`config.mk`:
```
export PLATFORM = sky130hd
export DESIGN_NAME = rtwd_core
export DESIGN_NICKNAME = d
export VERILOG_FILES = /design/src/shared/rtwd_pkg.sv /design/src/verilog/rtwd_core.sv
export SDC_FILE = /design/constraint.sdc
export NUM_CORES = 1
export LEC_CHECK = 0
export ABC_AREA = 1
export BUFFER_PORTS_ARGS = -buffer_cell sky130_fd_sc_hd__buf_4
export CORE_UTILIZATION = 50
export DETAILED_ROUTE_END_ITERATION = 6
export PLACE_DENSITY = 0.74
export SLEW_MARGIN = 20
export SYNTH_ARGS = -nofsm -noshare
export SYNTH_HDL_FRONTEND = slang
export SYNTH_SLANG_ARGS = --single-unit
```
`constraint.sdc`:
```
create_clock -name clk_i -period 2.24 [get_ports clk_i]
set_input_delay 0 -clock clk_i [delete_from_list [all_inputs] [get_ports clk_i]]
set_output_delay 0 -clock clk_i [all_outputs]
set_load 0.01 [all_outputs]
```
`src/shared/rtwd_pkg.sv`:
```
// constants for the reset-hold timer and watchdog block
// assumes a 250 MHz system clock that never stops, even in sleep
package rtwd_pkg;
	// clock rate and documented periods
	localparam int CLK_MHZ          = 250;
	localparam int HOLD_LONG_MS     = 18;
	localparam int HOLD_SHORT_NS    = 10000;
	localparam int WDOG_BASE_MS     = 18;
	localparam int HOLD_LONG_CYC    = HOLD_LONG_MS * 1000 * CLK_MHZ;
	localparam int HOLD_SHORT_CYC   = HOLD_SHORT_NS * CLK_MHZ / 1000;
	localparam int WDOG_BASE_CYC    = WDOG_BASE_MS * 1000 * CLK_MHZ;
	localparam int PRESC_MAX_RATIO  = 128;

	// register indices; byte address is four times the index
	localparam logic [7:0] IDX_STATUS = 8'h03;
	localparam logic [7:0] IDX_OPTION = 8'h04;
	localparam logic [7:0] IDX_EVENTS = 8'h05;
	localparam logic [7:0] IDX_MASK   = 8'h06;

	// status register field positions
	localparam int ST_WAKE_BIT  = 7;
	localparam int ST_TMOUT_BIT = 4;
	localparam int ST_PWRDN_BIT = 3;

	// option register fields: assign bit and ratio exponent
	localparam int OPT_ASSIGN_BIT = 3;
	localparam int OPT_RATIO_MSB  = 2;
	localparam logic [3:0] OPT_RESET = 4'h0;

	// event bits, shared by event status and mask registers
	localparam int EV_WDOG = 0;
	localparam int EV_REL  = 1;
	localparam int EV_WAKE = 2;
	localparam int EV_W    = 3;

	// oscillator configuration codes
	typedef enum logic [2:0] {
		OSC_INTRC,
		OSC_EXT_RC,
		OSC_FAST_XTAL,
		OSC_STD_XTAL,
		OSC_LOW_XTAL,
		OSC_EXT_CLK
	} rtwd_osc_t;
endpackage

```
`src/verilog/rtwd_core.sv`:
```
// reset-hold timer and watchdog with wishbone register access
// assumes the core reports clear and sleep instructions as one-cycle
// pulses and stops its own clock while sleep_o is high
//
// Register access over Wishbone was chosen for this implementation.

// Behaviour
// RQ1: core held in reset while hold timer runs
// RQ2: hold timer has its own free-running timebase
// RQ3: long hold after power-on, mode-dependent afterwards
// RQ4: hold counted from external reset going high
// RQ5: watchdog timeout in sleep restarts hold timer
// RQ6: four reset sources: power, pin, watchdog, wake
// RQ7: watchdog timebase keeps running during sleep
// RQ8: watchdog timeout resets device, awake or asleep
// RQ9: watchdog reset clears the timeout flag
// RQ10: enable config low disables watchdog entirely
// RQ11: unscaled watchdog period is the base period
// RQ12: software assigns prescaler up to one in 128
// RQ13: clear instruction zeroes watchdog and its prescaler
// RQ14: sleep instruction zeroes watchdog and its prescaler
// RQ15: status flags tell the reset cause apart
// RQ16: flags follow power-up, clear and sleep
// RQ17: flags after each reset match the cause
// RQ18: flags hold until reset, pin pulse keeps them
// RQ19: period is base times ratio when assigned
module rtwd_core
	import rtwd_pkg::*;
#(
	parameter int HOLD_LONG  = HOLD_LONG_CYC,
	parameter int HOLD_SHORT = HOLD_SHORT_CYC,
	parameter int WDOG_BASE  = WDOG_BASE_CYC,
	parameter int CNT_W      = 23
)
(
	// clock and power-on reset
	input  wire logic        clk_i,
	input  wire logic        rst_i,
	// wishbone slave
	input  wire logic        cyc_i,
	input  wire logic        stb_i,
	input  wire logic        we_i,
	input  wire logic [7:0]  adr_i,
	input  wire logic [3:0]  sel_i,
	input  wire logic [31:0] dat_i,
	output logic      [31:0] dat_o,
	output logic             ack_o,
	// configuration and pins
	input  wire logic [2:0]  osc_mode_i,
	input  wire logic        watchdog_enable_config_i,
	input  wire logic        external_reset_n_i,
	input  wire logic        pin_change_i,
	// core instruction events
	input  wire logic        watchdog_clear_instr_i,
	input  wire logic        sleep_instr_i,
	// outputs to core and system
	output logic             core_reset_o,
	output logic             sleep_o,
	output logic             irq_o
);
	if (CNT_W < 2 || CNT_W > 30)
		$error("counter width out of range");
	if (HOLD_LONG < 1 || HOLD_SHORT < 1 || WDOG_BASE < 1)
		$error("periods must be at least one cycle");
	if (HOLD_LONG >= (1 << CNT_W) || HOLD_SHORT >= (1 << CNT_W) ||
	    WDOG_BASE >= (1 << CNT_W))
		$error("period does not fit counter width");

	typedef enum logic [1:0] {ST_HOLD, ST_RUN, ST_SLEEP} rtwd_state_t;

	rtwd_state_t        st;
	rtwd_state_t        next_st;
	logic [CNT_W-1:0]   hold_cnt;
	logic [CNT_W-1:0]   next_hold;
	logic [CNT_W-1:0]   wd_cnt;
	logic [6:0]         presc_cnt;
	logic [3:0]         option;
	logic               timeout_flag_n;
	logic               powerdown_flag_n;
	logic               pin_change_wake_flag;
	logic [EV_W-1:0]    ev_stat;
	logic [EV_W-1:0]    ev_mask;
	logic [EV_W-1:0]    ev_set;
	logic               wdog_expire;
	logic               wdog_zero;
	logic               wake_pin;
	logic               hold_done;
	logic               bus_req;
	logic               bus_wr;
	logic [7:0]         status_rd;

	// ratio exponent to terminal prescaler count, 1:1 up to 1:128
	function automatic logic [6:0] presc_last(input logic [2:0] e);
		logic [7:0] r;
		r = 8'h01 << e;
		return 7'(r - 8'h01);
	endfunction

	// subsequent hold length; crystal modes need the long wait
	function automatic logic [CNT_W-1:0] hold_len(input logic [2:0] m);
		logic [CNT_W-1:0] v;
		v = CNT_W'(HOLD_SHORT - 1);
		if (m == OSC_FAST_XTAL || m == OSC_STD_XTAL ||
		    m == OSC_LOW_XTAL)
			v = CNT_W'(HOLD_LONG - 1);
		return v;
	endfunction

	// watchdog events; the timebase is clk_i, which sleep never stops
	assign wdog_zero   = watchdog_clear_instr_i || sleep_instr_i ||
	                     st == ST_HOLD;
	assign wdog_expire = watchdog_enable_config_i && st != ST_HOLD &&
	                     !wdog_zero && wd_cnt == CNT_W'(WDOG_BASE - 1) &&
	                     (!option[OPT_ASSIGN_BIT] ||
	                      presc_cnt == presc_last(option[OPT_RATIO_MSB:0]));
	assign wake_pin    = st == ST_SLEEP && pin_change_i;
	assign hold_done   = st == ST_HOLD && external_reset_n_i &&
	                     hold_cnt == '0;

	// next state; pin reset beats watchdog beats wake-up
	always_comb
	begin
		next_st = st;
		next_hold = hold_cnt;
		if (!external_reset_n_i)
		begin
			next_st = ST_HOLD; // [RQ4] [RQ6]
			next_hold = hold_len(osc_mode_i);
		end
		else if (wdog_expire || wake_pin)
		begin
			next_st = ST_HOLD; // [RQ5] [RQ8] [RQ6]
			next_hold = hold_len(osc_mode_i);
		end
		else
		begin
			case (st)
				ST_HOLD:
				begin
					if (hold_cnt == '0)
						next_st = ST_RUN;
					else
						next_hold = hold_cnt - 1'b1; // [RQ1]
				end
				ST_RUN:
				begin
					if (sleep_instr_i)
						next_st = ST_SLEEP;
				end
				ST_SLEEP:
					next_st = ST_SLEEP;
				default:
					next_st = ST_HOLD;
			endcase
		end
	end

	// state and hold counter; power-on always loads the long hold
	always_ff @(posedge clk_i)
	begin
		if (rst_i)
		begin
			st <= ST_HOLD;
			hold_cnt <= CNT_W'(HOLD_LONG - 1); // [RQ3] [RQ2]
		end
		else
		begin
			st <= next_st;
			hold_cnt <= next_hold; // [RQ3]
		end
	end

	// outputs straight from flops, mirroring the next state
	always_ff @(posedge clk_i)
	begin
		if (rst_i)
		begin
			core_reset_o <= 1'b1;
			sleep_o <= 1'b0;
		end
		else
		begin
			core_reset_o <= next_st == ST_HOLD; // [RQ1]
			sleep_o <= next_st == ST_SLEEP;
		end
	end

	// watchdog base counter and prescaler, own timebase
	always_ff @(posedge clk_i)
	begin
		if (rst_i || wdog_zero || !watchdog_enable_config_i)
		begin
			wd_cnt <= '0; // [RQ13] [RQ14] [RQ10]
			presc_cnt <= '0;
		end
		else if (wd_cnt == CNT_W'(WDOG_BASE - 1))
		begin
			wd_cnt <= '0; // [RQ11] [RQ7]
			if (option[OPT_ASSIGN_BIT])
				presc_cnt <= presc_cnt + 1'b1; // [RQ19] [RQ12]
		end
		else
			wd_cnt <= wd_cnt + 1'b1;
	end

	// cause flags; each cause writes its own pattern, others hold
	always_ff @(posedge clk_i)
	begin
		if (rst_i)
		begin
			timeout_flag_n <= 1'b1; // [RQ16] [RQ17]
			powerdown_flag_n <= 1'b1;
			pin_change_wake_flag <= 1'b0;
		end
		else if (!external_reset_n_i)
			pin_change_wake_flag <= 1'b0; // [RQ17] [RQ18]
		else if (wdog_expire)
		begin
			timeout_flag_n <= 1'b0; // [RQ9]
			if (st == ST_SLEEP)
				powerdown_flag_n <= 1'b0; // [RQ17]
			pin_change_wake_flag <= 1'b0;
		end
		else if (wake_pin)
		begin
			timeout_flag_n <= 1'b1; // [RQ17]
			powerdown_flag_n <= 1'b0;
			pin_change_wake_flag <= 1'b1;
		end
		else if (st == ST_RUN && sleep_instr_i)
		begin
			timeout_flag_n <= 1'b1; // [RQ16]
			powerdown_flag_n <= 1'b0;
		end
		else if (st == ST_RUN && watchdog_clear_instr_i)
		begin
			timeout_flag_n <= 1'b1; // [RQ16]
			powerdown_flag_n <= 1'b1;
		end
	end

	// wishbone decode; ack one cycle after the request is seen
	assign bus_req = cyc_i && stb_i && !ack_o;
	assign bus_wr  = bus_req && we_i && sel_i[0];

	// status image; unused bits read as zero
	always_comb
	begin
		status_rd = '0;
		status_rd[ST_WAKE_BIT] = pin_change_wake_flag;
		status_rd[ST_TMOUT_BIT] = timeout_flag_n; // [RQ15]
		status_rd[ST_PWRDN_BIT] = powerdown_flag_n;
	end

	always_ff @(posedge clk_i)
	begin
		if (rst_i)
		begin
			ack_o <= 1'b0;
			dat_o <= '0;
		end
		else
		begin
			ack_o <= bus_req;
			dat_o <= '0; // unmapped reads answer zero
			if (bus_req && !we_i)
			begin
				case (adr_i[7:2])
					IDX_STATUS[5:0]: dat_o <= {24'h000000, status_rd};
					IDX_OPTION[5:0]: dat_o <= {28'h0000000, option};
					IDX_EVENTS[5:0]: dat_o <= {29'h00000000, ev_stat};
					IDX_MASK[5:0]:   dat_o <= {29'h00000000, ev_mask};
					default:         dat_o <= '0;
				endcase
			end
		end
	end

	// option register: prescaler assign and ratio exponent
	always_ff @(posedge clk_i)
	begin
		if (rst_i)
			option <= OPT_RESET;
		else if (bus_wr && adr_i[7:2] == IDX_OPTION[5:0])
			option <= dat_i[3:0]; // [RQ12]
	end

	// interrupt mask
	always_ff @(posedge clk_i)
	begin
		if (rst_i)
			ev_mask <= '0;
		else if (bus_wr && adr_i[7:2] == IDX_MASK[5:0])
			ev_mask <= dat_i[EV_W-1:0];
	end

	// sticky events, write one to clear; a new event wins the clear
	always_comb
	begin
		ev_set = '0;
		ev_set[EV_WDOG] = wdog_expire;
		ev_set[EV_REL] = hold_done;
		ev_set[EV_WAKE] = wake_pin && external_reset_n_i && !wdog_expire;
	end

	always_ff @(posedge clk_i)
	begin
		if (rst_i)
			ev_stat <= '0;
		else if (bus_wr && adr_i[7:2] == IDX_EVENTS[5:0])
			ev_stat <= (ev_stat & ~dat_i[EV_W-1:0]) | ev_set;
		else
			ev_stat <= ev_stat | ev_set;
	end

	// level interrupt from any unmasked event
	always_ff @(posedge clk_i)
	begin
		if (rst_i)
			irq_o <= 1'b0;
		else
			irq_o <= |(next_ev() & ev_mask);
	end

	// event status as it will be after this edge
	function automatic logic [EV_W-1:0] next_ev();
		logic [EV_W-1:0] v;
		v = ev_stat | ev_set;
		if (bus_wr && adr_i[7:2] == IDX_EVENTS[5:0])
			v = (ev_stat & ~dat_i[EV_W-1:0]) | ev_set;
		return v;
	endfunction
endmodule

```
After elaboration in Yosys (flattened, before gate mapping)
Index checks and enable logic that the tools add are counted.
- input bits: 57
- bits in registers: 104
- reduce and logical (&&, ||, !) cells: 46
- multiplexer cells: 21
- add/sub/neg operators: 4
- equality and inequality tests: 15
- bitwise logic cells: 7
- shift-type cells: 1
- operators with widths (cell ; count):
    $mux W23 ; 5
    $pmux W8 S4 ; 1
    $add A23 B1 Y23 const B ; 1
    $eq A23 B23 Y1 const B ; 1
    $logic_not A23 Y1 ; 1
    $sub A23 B1 Y23 const B ; 1
    $logic_and A1 B1 Y1 ; 19
    $eq A6 B3 Y1 const B ; 3
    $logic_or A1 B1 Y1 ; 8
    $mux W1 ; 8
    $mux W2 ; 4
    $add A7 B1 Y7 const B ; 1
    $eq A7 B7 Y1 ; 1
    $shl A1 B3 Y7 const A ; 1
    $sub A7 B1 Y7 const B ; 1
    $and A3 B3 Y3 ; 2
    $eq A3 B2 Y1 const B ; 2
    $eq A6 B2 Y1 const B ; 1
    $logic_not A1 Y1 ; 6
    $mux W3 ; 2
    $or A3 B3 Y3 ; 2
    $pmux W2 S3 ; 1
    $reduce_and A2 Y1 ; 3
    $reduce_or A3 Y1 ; 2
    13 further kinds ; 17

Depth between registers and ports, before layout
Gate-level depths: netlist of the first run.
- depth in word-level cells: 13
- depth in mapped cells: 20
- mapped depth without buffers: 19

Worst setup path before layout of the first run
Ideal clock, no wire load.
- kind: register to register
- start: register option[1]
- end: register hold_cnt[2]
- stages on the path, launching flop included: 19
- setup time: 112 ps
- arrival time: 1963 ps
- required time: 2128 ps
- slack: 165 ps
- cells stage by stage: dfxtp_1 -> nor2_1 -> nand2_1 -> ha_1 -> nand2_1 -> inv_1 -> o21ai_0 -> nand2_1 -> nand2_1 -> nor2_1 -> nand2_1 -> nand2_2 -> nand2_4 -> nand3_4 -> buf_6 -> nor2_8 -> nand2_1 -> nand2_1 -> nand2_1
- word-level cells in the longest chain between the ends: 8
- elaborated cells between the ends (all ways): 11
- ends and longest elaborated chain (what ; line ; text):
    start: declaration ; rtwd_core.sv:77 ; logic [3:0] option;
    start signal: assignment ; rtwd_core.sv:285 ; option <= dat_i[3:0];
    $shl A1 B3 Y7 (*) ; rtwd_core.sv:95 ; r = 8'h01 << e;
    $sub A7 B1 Y7 (*) ; rtwd_core.sv:96 ; return 7'(r - 8'h01);
    $eq A7 B7 Y1 (*) ; rtwd_core.sv:115 ; presc_cnt == presc_last(option[OPT_RATIO_MSB:0]));
    $logic_or A1 B1 Y1 (*) ; rtwd_core.sv:114 ; (!option[OPT_ASSIGN_BIT] ||
    $logic_and A1 B1 Y1 (*) ; rtwd_core.sv:113 ; !wdog_zero && wd_cnt == CNT_W'(WDOG_BASE - 1) &&
    $logic_or A1 B1 Y1 (*) ; rtwd_core.sv:130 ; else if (wdog_expire || wake_pin)
    $ne A3 B2 Y1 (no source line), or another cell as far along ; - ;
    $reduce_and A2 Y1 (no source line) / $mux W23 (equally long branches) ; - ;
    end signal: assignment ; rtwd_core.sv:164 ; hold_cnt <= CNT_W'(HOLD_LONG - 1);
    end signal: assignment ; rtwd_core.sv:169 ; hold_cnt <= next_hold;
    end: declaration ; rtwd_core.sv:73 ; logic [CNT_W-1:0] hold_cnt;
Mark *: on every way between the ends. The rest lies on a longest branch, timed or not.
A chain may end at the register's enable or synchronous reset.

Worst setup path in the final report of the first run
- start: register option[1]
- end: register hold_cnt[7]
The elaborated chain is that of the path after synthesis.

==> results.md, run 1 <==
Pwr:
- The worst supply voltage drop on vdd is between 200 and 300 uV.
- The clock share of power is about 40%.
- The analysis attributes to cell leakage a power of 2.25 nW.
- The combinational fraction of design power is 7.4%.
- Internal power comes to 0.00208 W.
- The sequential fraction of design power is around half.
- For this design the ratio of total power to cell area is 520 mW/mm^2.
- The analysis attributes to net switching a power of approximately 0.00066 W.
- The post-layout total power is between 0.002 and 0.003 W.
- Of the total power, the share spent switching nets is ~24%.

Logic synthesis:
- The count of flip-flops with a built-in enable after synthesis is 0.
- The most common flop cell mapped by yosys is dfxtp_1.
- Synthesis inferred 78 register bits.
- The biggest area consumer among synthesized cells is dfxtp_1.
- After synthesis, the share of flip-flops with an asynchronous set or reset is 0%.
- The synthesized netlist cell count is approximately 650.
- Ranked by instance count, the synthesized netlist is headed by 133 x nand2_1, 110 x nor2_1, 78 x dfxtp_1.
- The post-synthesis average cell area is slightly below 7 sq um.
- The number of synthesis warnings is 0.
- The post-synthesis cell area is ~0.0044 sq mm.
- The number of distinct standard cells referenced by the synthesized netlist is 42.
- The most common cell in the synthesized netlist is nand2_1.
- In this run the biggest area consumer among cell types represents between 30 and 40% of the synthesized area.
- For this run, the register share of the synthesized area comes to 35.7%.
- By area the synthesized netlist is led by dfxtp_1 36%, nand2_1 11%, nor2_1 9.4%.

Setup path:
- The endpoint identified for the worst register-to-register timing path is hold_cnt[7]$_SDFFE_PP0P_.
- The critical path data arrival time is between 2 and 2.5 ns.
- The startpoint identified for the worst register-to-register timing path is option[1]$_SDFFE_PP0P_.
- By instance count, the cell type seen most on the critical path is nand2_2.
- The cell with the largest stage delay on the worst path is dfxtp_4.
- The biggest fanout along the worst timing path is 6.
- Across all register-to-register paths, the minimum setup slack is around 0.057 ns.
- The launching element type of the critical path is a register.
- Traced cell by cell, the critical path runs through nor2_4, nand2_2, ha_4, nand2_2, inv_2, o21ai_2, nand2_1, nand2_1, nor2_1, nand2_1, nand2_2, nand2_4, nand3_4, buf_12, nor2_8, buf_6, nand2_2, nand2_2, nor2_2.
- The endpoint required time on the critical path is between 2 and 3 ns.
- The largest single stage delay on the critical path is between 0.3 and 0.4 ns.
- The number of cell instances on the worst register-to-register path is 19.
- The sum of buffers and inverters on the critical path is 3.
- The kind of capture point of the worst setup path is a register.
- The critical path in this run is classified as register to register.
- The family with the most delay on the worst path is simple AND/OR/NAND/NOR gates.

CTS:
- TritonCTS created 9 clock buffers.
- In this run the clock root is driven by a clkbuf_8.
- The clock slew at the register clock pins of the worst setup and hold paths is around 0.08 ns.
- The TritonCTS clock tree is built.
- The number of clock sinks is between 70 and 80.
- The H-tree depth is 3.
- The later pin in the worst-skew pair is clocked with a latency of ~0.36 ns.
- The largest buffer count on any clock path is 2.

STA:
- Setup violations remaining at the end of the flow were counted as 0.
- The measured slew at the worst slew-check pin is 0.661 ns.
- Setup repair after global routing could not meet its margin everywhere.
- The achievable frequency is 0.458 GHz.
- Setup slack on the critical path of the routed design comes to approximately 0.057 ns.
- The portion of the clock cycle consumed by the worst path in the final layout is slightly below 100%.
- The hold violation count in the final report is 0.
- The final max-slew violation count is 0.
- The clock period minus worst slack is around 2.2 ns.
- The setup TNS after final layout is 0 ns.
- Headroom to the max-slew limit came out at a little under three fifths.
- The clock skew is ~0.016 ns.

Flow run:
- The number of max-cap violations is 0.

Placed design:
- Once placement finished, the instance area stood at approximately 0.0047 sq mm.
- The congestion estimate from routability-driven global placement came to roughly 0.9.
- Input and output buffers added on the ports amount to 33.
- The worst slack after detailed placement is ~0.019 ns.
- After legalization and detailed placement, the total HPWL measured between 7 and 8 mm.

Drt:
- In the final routed layout, each cell accounts on average for ~12 microns.
- The routed wire length is a little over 10 mm.
- The wire length on met2 is between 4 and 5 mm.
- The remaining routing DRC violations is 0.
- The top routing layer in use is met4.
- The first-pass iteration count of the detailed router is 4.
- The number of DRC markers after the initial detailed-route iteration is approximately 170.
- The met1 wire length is between 4 and 5 mm.
- In the routed layout, each cell is associated on average with a via count of around 5.1.
- Wire segments on met3 add up to approximately 450 microns in the final route.
- In this run the remaining antenna-violating nets after routing total 0.
- The routed layout has around 4200 vias.

Die:
- For this design the top-level I/O count stands at between 90 and 100.
- The die is around 96 microns tall.
- The die outline area is slightly above 0.009 sq mm.
- The initial utilization of the core area, before any placement, comes to 52.5%.
- The floorplan row count is 33.
- The overall die width is between 90 and 100 microns.
- The region available for standard cell placement spans between 0.008 and 0.009 sq mm.

Final layout:
- The share of the core filled with cells is about 63%.
- The signed area change from the synthesized netlist to the final layout is 20.5%.
- The number of inserted diodes is 0.
- The final instance area is roughly 0.0053 sq mm.
- The fraction of layout cells with a size suffix above 1 is roughly 17%.
- The number of nets in the layout is about 780.

Global routing:
- The total routing resource utilization after global routing is 22.4%.
- Entering global routing, the biggest net connects 21 pins.
- The initial antenna violation count is 0.
- The number of global-route vias before repair is roughly 3800.
- The total global routing overflow is 0.
- The global-route wire length before repair is 16.1 mm.

Worst hold path:
- The hold-critical path depth is 4.
- The critical hold path startpoint is adr_i[5].
- The worst min-delay path endpoint is dat_o[3]$_SDFF_PP0_.
- The path class of the tightest hold or removal check is input pin to register.

Outcome:
- The run finished with clean final reports.
## timing repair
item	4_1_cts	5_1_grt
pin swaps	0	11
buffers inserted	0	5
hold buffers	13	0
endpoints found under the setup margin	3	37
gates resized for setup	2	44
gates cloned	0	0
hold endpoints to repair	22	0
## cell usage in the layout (no fill, tap or decap), drive strengths merged, types with 7 or more instances in the layout
master	n
inv	81
buf	58
conb	26
nor3	22
xor2	17
nand4	19
nand3	39
nand2	139
dlygate4sd3	13
clkbuf	12
nor2	118
nor4	7
dfxtp	78
o21ai	24
a21oi	26
## worst min-delay path, delay by kind of cell
kind	cells	cell delay, ns
AO/OA/AOI/OAI	1	0.18
buffers and inverters	1	0.09
AND/OR/NAND/NOR	2	0.11
## registers in the layout, summed over array words and instances, names as in the netlist
register	flops
pin_change_wake_flag	1
ack_o	1
wd_cnt	23
ev_mask	3
st	2
option	4
powerdown_flag_n	1
timeout_flag_n	1
sleep_o	1
irq_o	1
ev_stat	3
hold_cnt	23
dat_o	6
core_reset_o	1
presc_cnt	7
## kinds of logic after synthesis
logic type               share of synthesized area, %
XOR/XNOR                                         4.60
adder cells (fa/ha/maj)                          1.14
buffers and inverters                            13.3
AO/OA/AOI/OAI                                    8.69
AND/OR/NAND/NOR                                  36.5
other                                          0.0857
flip-flops                                       35.7
## stage by stage
stage	hold WS [ns]	std cells
2_1_floorplan	0.164	671
3_3_place_gp	0.291	794
3_5_place_dp	0.290	794
4_1_cts	0.0658	822
5_1_grt	0.0917	827
6_report	0.0630	827
## how the worst max path moves through the flow
stage                     slack (ns)                        end                   start  depth (start not counted)
after floorplan                 0.17   hold_cnt[2]$_SDFFE_PP1P_  option[1]$_SDFFE_PP0P_                         18
after global placement          0.06   hold_cnt[2]$_SDFFE_PP1P_  option[0]$_SDFFE_PP0P_                         17
after detailed placement        0.02  hold_cnt[22]$_SDFFE_PP1P_  option[0]$_SDFFE_PP0P_                         17
after CTS                       0.05   hold_cnt[4]$_SDFFE_PP1P_  option[0]$_SDFFE_PP0P_                         18
after global routing           -0.09   hold_cnt[7]$_SDFFE_PP0P_  option[1]$_SDFFE_PP0P_                         19
final                           0.06   hold_cnt[7]$_SDFFE_PP0P_  option[1]$_SDFFE_PP0P_                         19
## layer usage
metal,vias to the layer above,track usage [%]
li1,2166,-
met1,1961,27.6
met2,104,37.1
met3,16,3.91
met4,0,11.6
met5,-,0
## area by class of cell
cell class              instances  area (sq um)
clock inverters                 3          42.5
clock buffers                  12           165
fillers                       718          3070
inverters                      82           323
repair buffers                 71           589
flip-flops and latches         78          1570
multi-input cells             476          2450
well taps                     105           131
## power by group through the flow
stage	logic, W	registers (W)	clock network (W)
global placement	0.000171	0.00145	0
CTS	0.000194	0.00142	0.00114
finish	0.000203	0.00142	0.00112
global route	0.000230	0.00142	0.00120
detailed placement	0.000176	0.00145	0
floorplan	0.000149	0.00145	0
Note: power is estimated with default switching activity, not from simulation.
==> inputs of run 2 (changes only) <==
ABC_AREA = 0   (was 1)
CORE_UTILIZATION = 49   (was 50)
PLACE_DENSITY = 0.73   (was 0.74)
==> run 2 against run 1 <==
Largest cell class unchanged. The run now ends with negative setup slack left. Synthesized cell count decreased by 25%. First-iteration DRC count down 21%. Critical endpoint is now hold_cnt[16]$_SDFFE_PP0P_. Critical path depth fell by 9. Via count down 11%. Worst setup slack got worse by 0.59 ns.
==> results.md, run 2 <==
Outcome:
- The run finished, with violations left.
- The checks that failed: negative setup slack.

Logic synthesis:
- The most used flip-flop cell after synthesis is dfxtp_1.
- In this run the mean area of a mapped cell was 8.42 sq um.
- After technology mapping, the gate count stands at slightly below 500.
- The synthesized flop and latch total is 78.
- The Yosys step of the flow raised 0 warnings.
- The count of flip-flops with a built-in enable after synthesis is 0.
- Sorting the synthesized cells by area gives the leading types as dfxtp_1 38%, nor2_1 5.2%, xnor2_1 5.1%.
- In the synthesized netlist, the cells that appear most often are 78 x dfxtp_1, 57 x nor2_1, 30 x nand2_1.
- The fraction of post-synthesis cell area in the top cell type by area is a little under two fifths.
- In this run, distinct cell masters in the synthesized netlist total 62.
- The most common cell in the synthesized netlist is dfxtp_1.
- The part of the Yosys area used for sequential elements is a little under two fifths.
- Counting flops with an async set or reset pin after synthesis yields a share of 0%.
- Summing every instance area after synthesis gives 0.00409 sq mm.
- The synthesized design spends more area on one cell type than any other, namely dfxtp_1.

Drt:
- After detailed routing, the total wire length is 10.3 mm.
- The detailed router finished its first iteration with approximately 130 violations.
- The post-detailed-route count of antenna-violating nets is 0.
- The first-pass iteration count of the detailed router is 4.
- The via count normalized by instance count is around 5.4.
- The via total after detailed routing is 3771.
- Dividing the detail-routed wire length by the instance count gives about 15 microns.
- In the routed design, unresolved DRC markers number 0.

Die:
- In this run the count of I/O pins placed on the die edge is just over 90.
- The floorplan row count is 32.
- The die outline area is 0.00872 sq mm.
- The total core area is between 0.007 and 0.008 sq mm.
- From bottom edge to top edge, the die measures 93.4 microns.
- The initial utilization of the core area, before any placement, comes to between 50 and 60%.
- The overall die width is roughly 93 microns.

Placed design:
- At the placement stage, the worst setup path has a slack of -0.459 ns.
- The placed wire-length estimate after detailed placement is 6.31 mm.
- Buffers placed on the I/O ports in this run total 33.
- The congestion estimate from routability-driven global placement came to about 0.76.
- In this run the cell area measured after placement is 0.00470 sq mm.

Setup path:
- The biggest fanout along the worst timing path is 7.
- The sum of buffers and inverters on the critical path is 2.
- STA puts the critical path data required time at between 2 and 2.5 ns.
- The family with the most delay on the worst path is simple AND/OR/NAND/NOR gates.
- STA classifies the critical path endpoint as a register.
- For this run, the slowest stage of the critical path takes roughly 0.47 ns.
- The cell with the largest stage delay on the worst path is or3b_4.
- Data arrives at the worst endpoint at ~3.0 ns.
- Traced cell by cell, the critical path runs through or3_4, ha_4, xnor2_2, xnor2_1, a2111o_1, or3b_4, o2bb2ai_4, buf_12, buf_4, nor3_2.
- The launching element type of the critical path is a register.
- The critical path is of the register to register type.

Global routing:
- The global-route wire length before repair is about 16 mm.
- The number of global-route vias before repair is 3494.
- The total routing resource utilization after global routing is roughly a quarter.
- The initial antenna violation count is 0.
- Summed over all layers, the global routing overflow is 0.
- Entering global routing, the biggest net connects 24 pins.

Final layout:
- The largest registers in the layout are hold_cnt (23), wd_cnt (23), presc_cnt (7).
- In the final layout, the share of cells above drive strength 1 is 26.4%.
- The multi-input combinational cells in the finished layout cover a total of about 0.0026 sq mm.
- In the final design database the tool counted around 650 nets.
- The repair_antennas step left the layout with diodes totalling 0.
- The signed area change from the synthesized netlist to the final layout is 34.0%.
- Leaving out fill and tap cells, the most frequent cells in the layout are 85 x buf_4, 76 x dfxtp_1, 57 x nor2_1.
- The most common cell after layout, fill and taps aside is buf_4.
- Summing all non-filler instances in the final layout gives an area of roughly 0.0055 sq mm.
- The fill cell instance count of the final layout is slightly below 600.
- The total area of sequential cells is 0.00156 sq mm.

Pwr:
- Across the VDD grid, the largest voltage drop is approximately 350 uV.
- Summed over all cells, the static leakage comes to roughly 2.1 nW.
- The power per cell area is 487 mW/mm^2.

CTS:
- The number of buffers created by CTS is 9.
- The H-tree depth is 3.
- The clock slew at the register clock pins of the worst setup and hold paths is 0.08 ns.
- The number of clock sinks is slightly below 80.
- TritonCTS built the clock tree.
- In this run the deepest clock path goes through 2 buffers.
- For the worst-skew pair, the clock arrives at the later sink with an insertion delay of between 0.3 and 0.4 ns.
- The clock root buffer is clkbuf_8.

STA:
- The final worst hold slack is 0.0438 ns.
- For this run, the top clock speed supported by timing is about 0.36 GHz.
- Setup violations remaining at the end of the flow were counted as 33.
- The final max-slew violation count came to 0.
- The setup TNS after final layout is -15.05 ns.
- At the pin with the least slew margin, the transition time is between 1 and 1.5 ns.
- Setup repair after global routing could not meet its margin everywhere.
- The hold violation count in the final report is 0.
- The portion of the clock cycle consumed by the worst path in the final layout is 124%.
- Across all setup checks in the final design, the least slack found is -0.534 ns.
- The worst slew margin relative to its limit is between 20% and 30%.
- The clock skew is just over 0.01 ns.
- After layout, the minimum clock period comes to around 2.8 ns.

Worst hold path:
- The tightest min-delay check is of the input pin to register type.

Flow run:
- The number of max-cap violations is 0.
run 2: cell count changes in the layout (fill, tap and decap cells not counted), sizes merged, moves of 15 or more:
cell / delta
nand3: -15
buf: +35
xnor2: +18
nand2: -109
inv: -69
o21ai: -16
nor2: -61
run 2: logic make-up (layout without fill, tap and decap cells):
| group | after synthesis | after routing | synth area share [%] |
|---|---|---|---|
| AND/OR/NAND/NOR | 221 | 221 | 28.9 |
| flip-flops | 78 | 78 | 38.2 |
| AO/OA/AOI/OAI | 68 | 71 | 11.5 |
| buffers and inverters | 59 | 140 | 8.10 |
| XOR/XNOR | 47 | 47 | 10.1 |
| multiplexers | 8 | 8 | 1.96 |
| adder cells (fa/ha/maj) | 4 | 4 | 1.22 |
| other | 1 | 26 | 0.0917 |
run 2: layer usage:
| layer | global-route usage (%) | routed length [microns] | up-vias |
|---|---|---|---|
| met4 | 10.6 | 345 | 0 |
| met3 | 4.07 | 360 | 22 |
| met1 | 28.6 | 4430 | 1774 |
| li1 | - | - | 1890 |
| met5 | 0 | 0 | - |
| met2 | 41.4 | 5200 | 85 |
run 2: layout make-up:
type	count	area share [%]
clock buffers	10	2.51
clock inverters	6	1.12
inverters	12	0.821
multi-input cells	377	47.5
flip-flops and latches	78	28.5
well taps	102	2.33
repair buffers	112	17.2
run 2: path summary, 6_finish.rpt:
check                    startpoint  slack [ns]                         to  cells past startpoint
max          option[0]$_SDFFE_PP0P_       -0.53  hold_cnt[16]$_SDFFE_PP0P_                     10
min                   sleep_instr_i        0.04           st[0]$_SDFF_PP0_                      3
max reg2reg  option[0]$_SDFFE_PP0P_       -0.53  hold_cnt[16]$_SDFFE_PP0P_                     10
min reg2reg   ev_stat[1]$_SDFF_PP0_        0.49      ev_stat[1]$_SDFF_PP0_                      2
run 2: through the flow:
step	cells	total power (W)	util [%]
floorplan	511	0.00157	-
global placement	649	0.00159	59.6
detailed placement	649	0.00160	59.6
CTS	687	0.00267	66.2
global route	697	0.00278	69.5
finish	697	0.00267	69.5
run 2: worst reg2reg max path: stages, from the launching register on:
cell and delay [ns]:
dfxtp_2 0.33, or3_4 0.39, ha_4 0.19, xnor2_2 0.13
xnor2_1 0.13, a2111o_1 0.43, or3b_4 0.47, o2bb2ai_4 0.24
buf_12 0.18, buf_4 0.12, nor3_2 0.03
run 2: what timing repair did:
item,in CTS,in global routing
endpoints found under the hold margin,19,0
pin swaps,6,19
setup endpoints to repair,35,40
buffers inserted,1,8
gates cloned,3,2
gates resized for setup,18,32
hold buffers,18,0
run 2: where the power goes:
part	switching, W	internal, W	leakage, nW
clock	0.000528	0.000541	0.102
combinational	0.0000961	0.0000839	1.41
sequential	0.0000194	0.00140	0.633
total	0.000644	0.00203	2.14
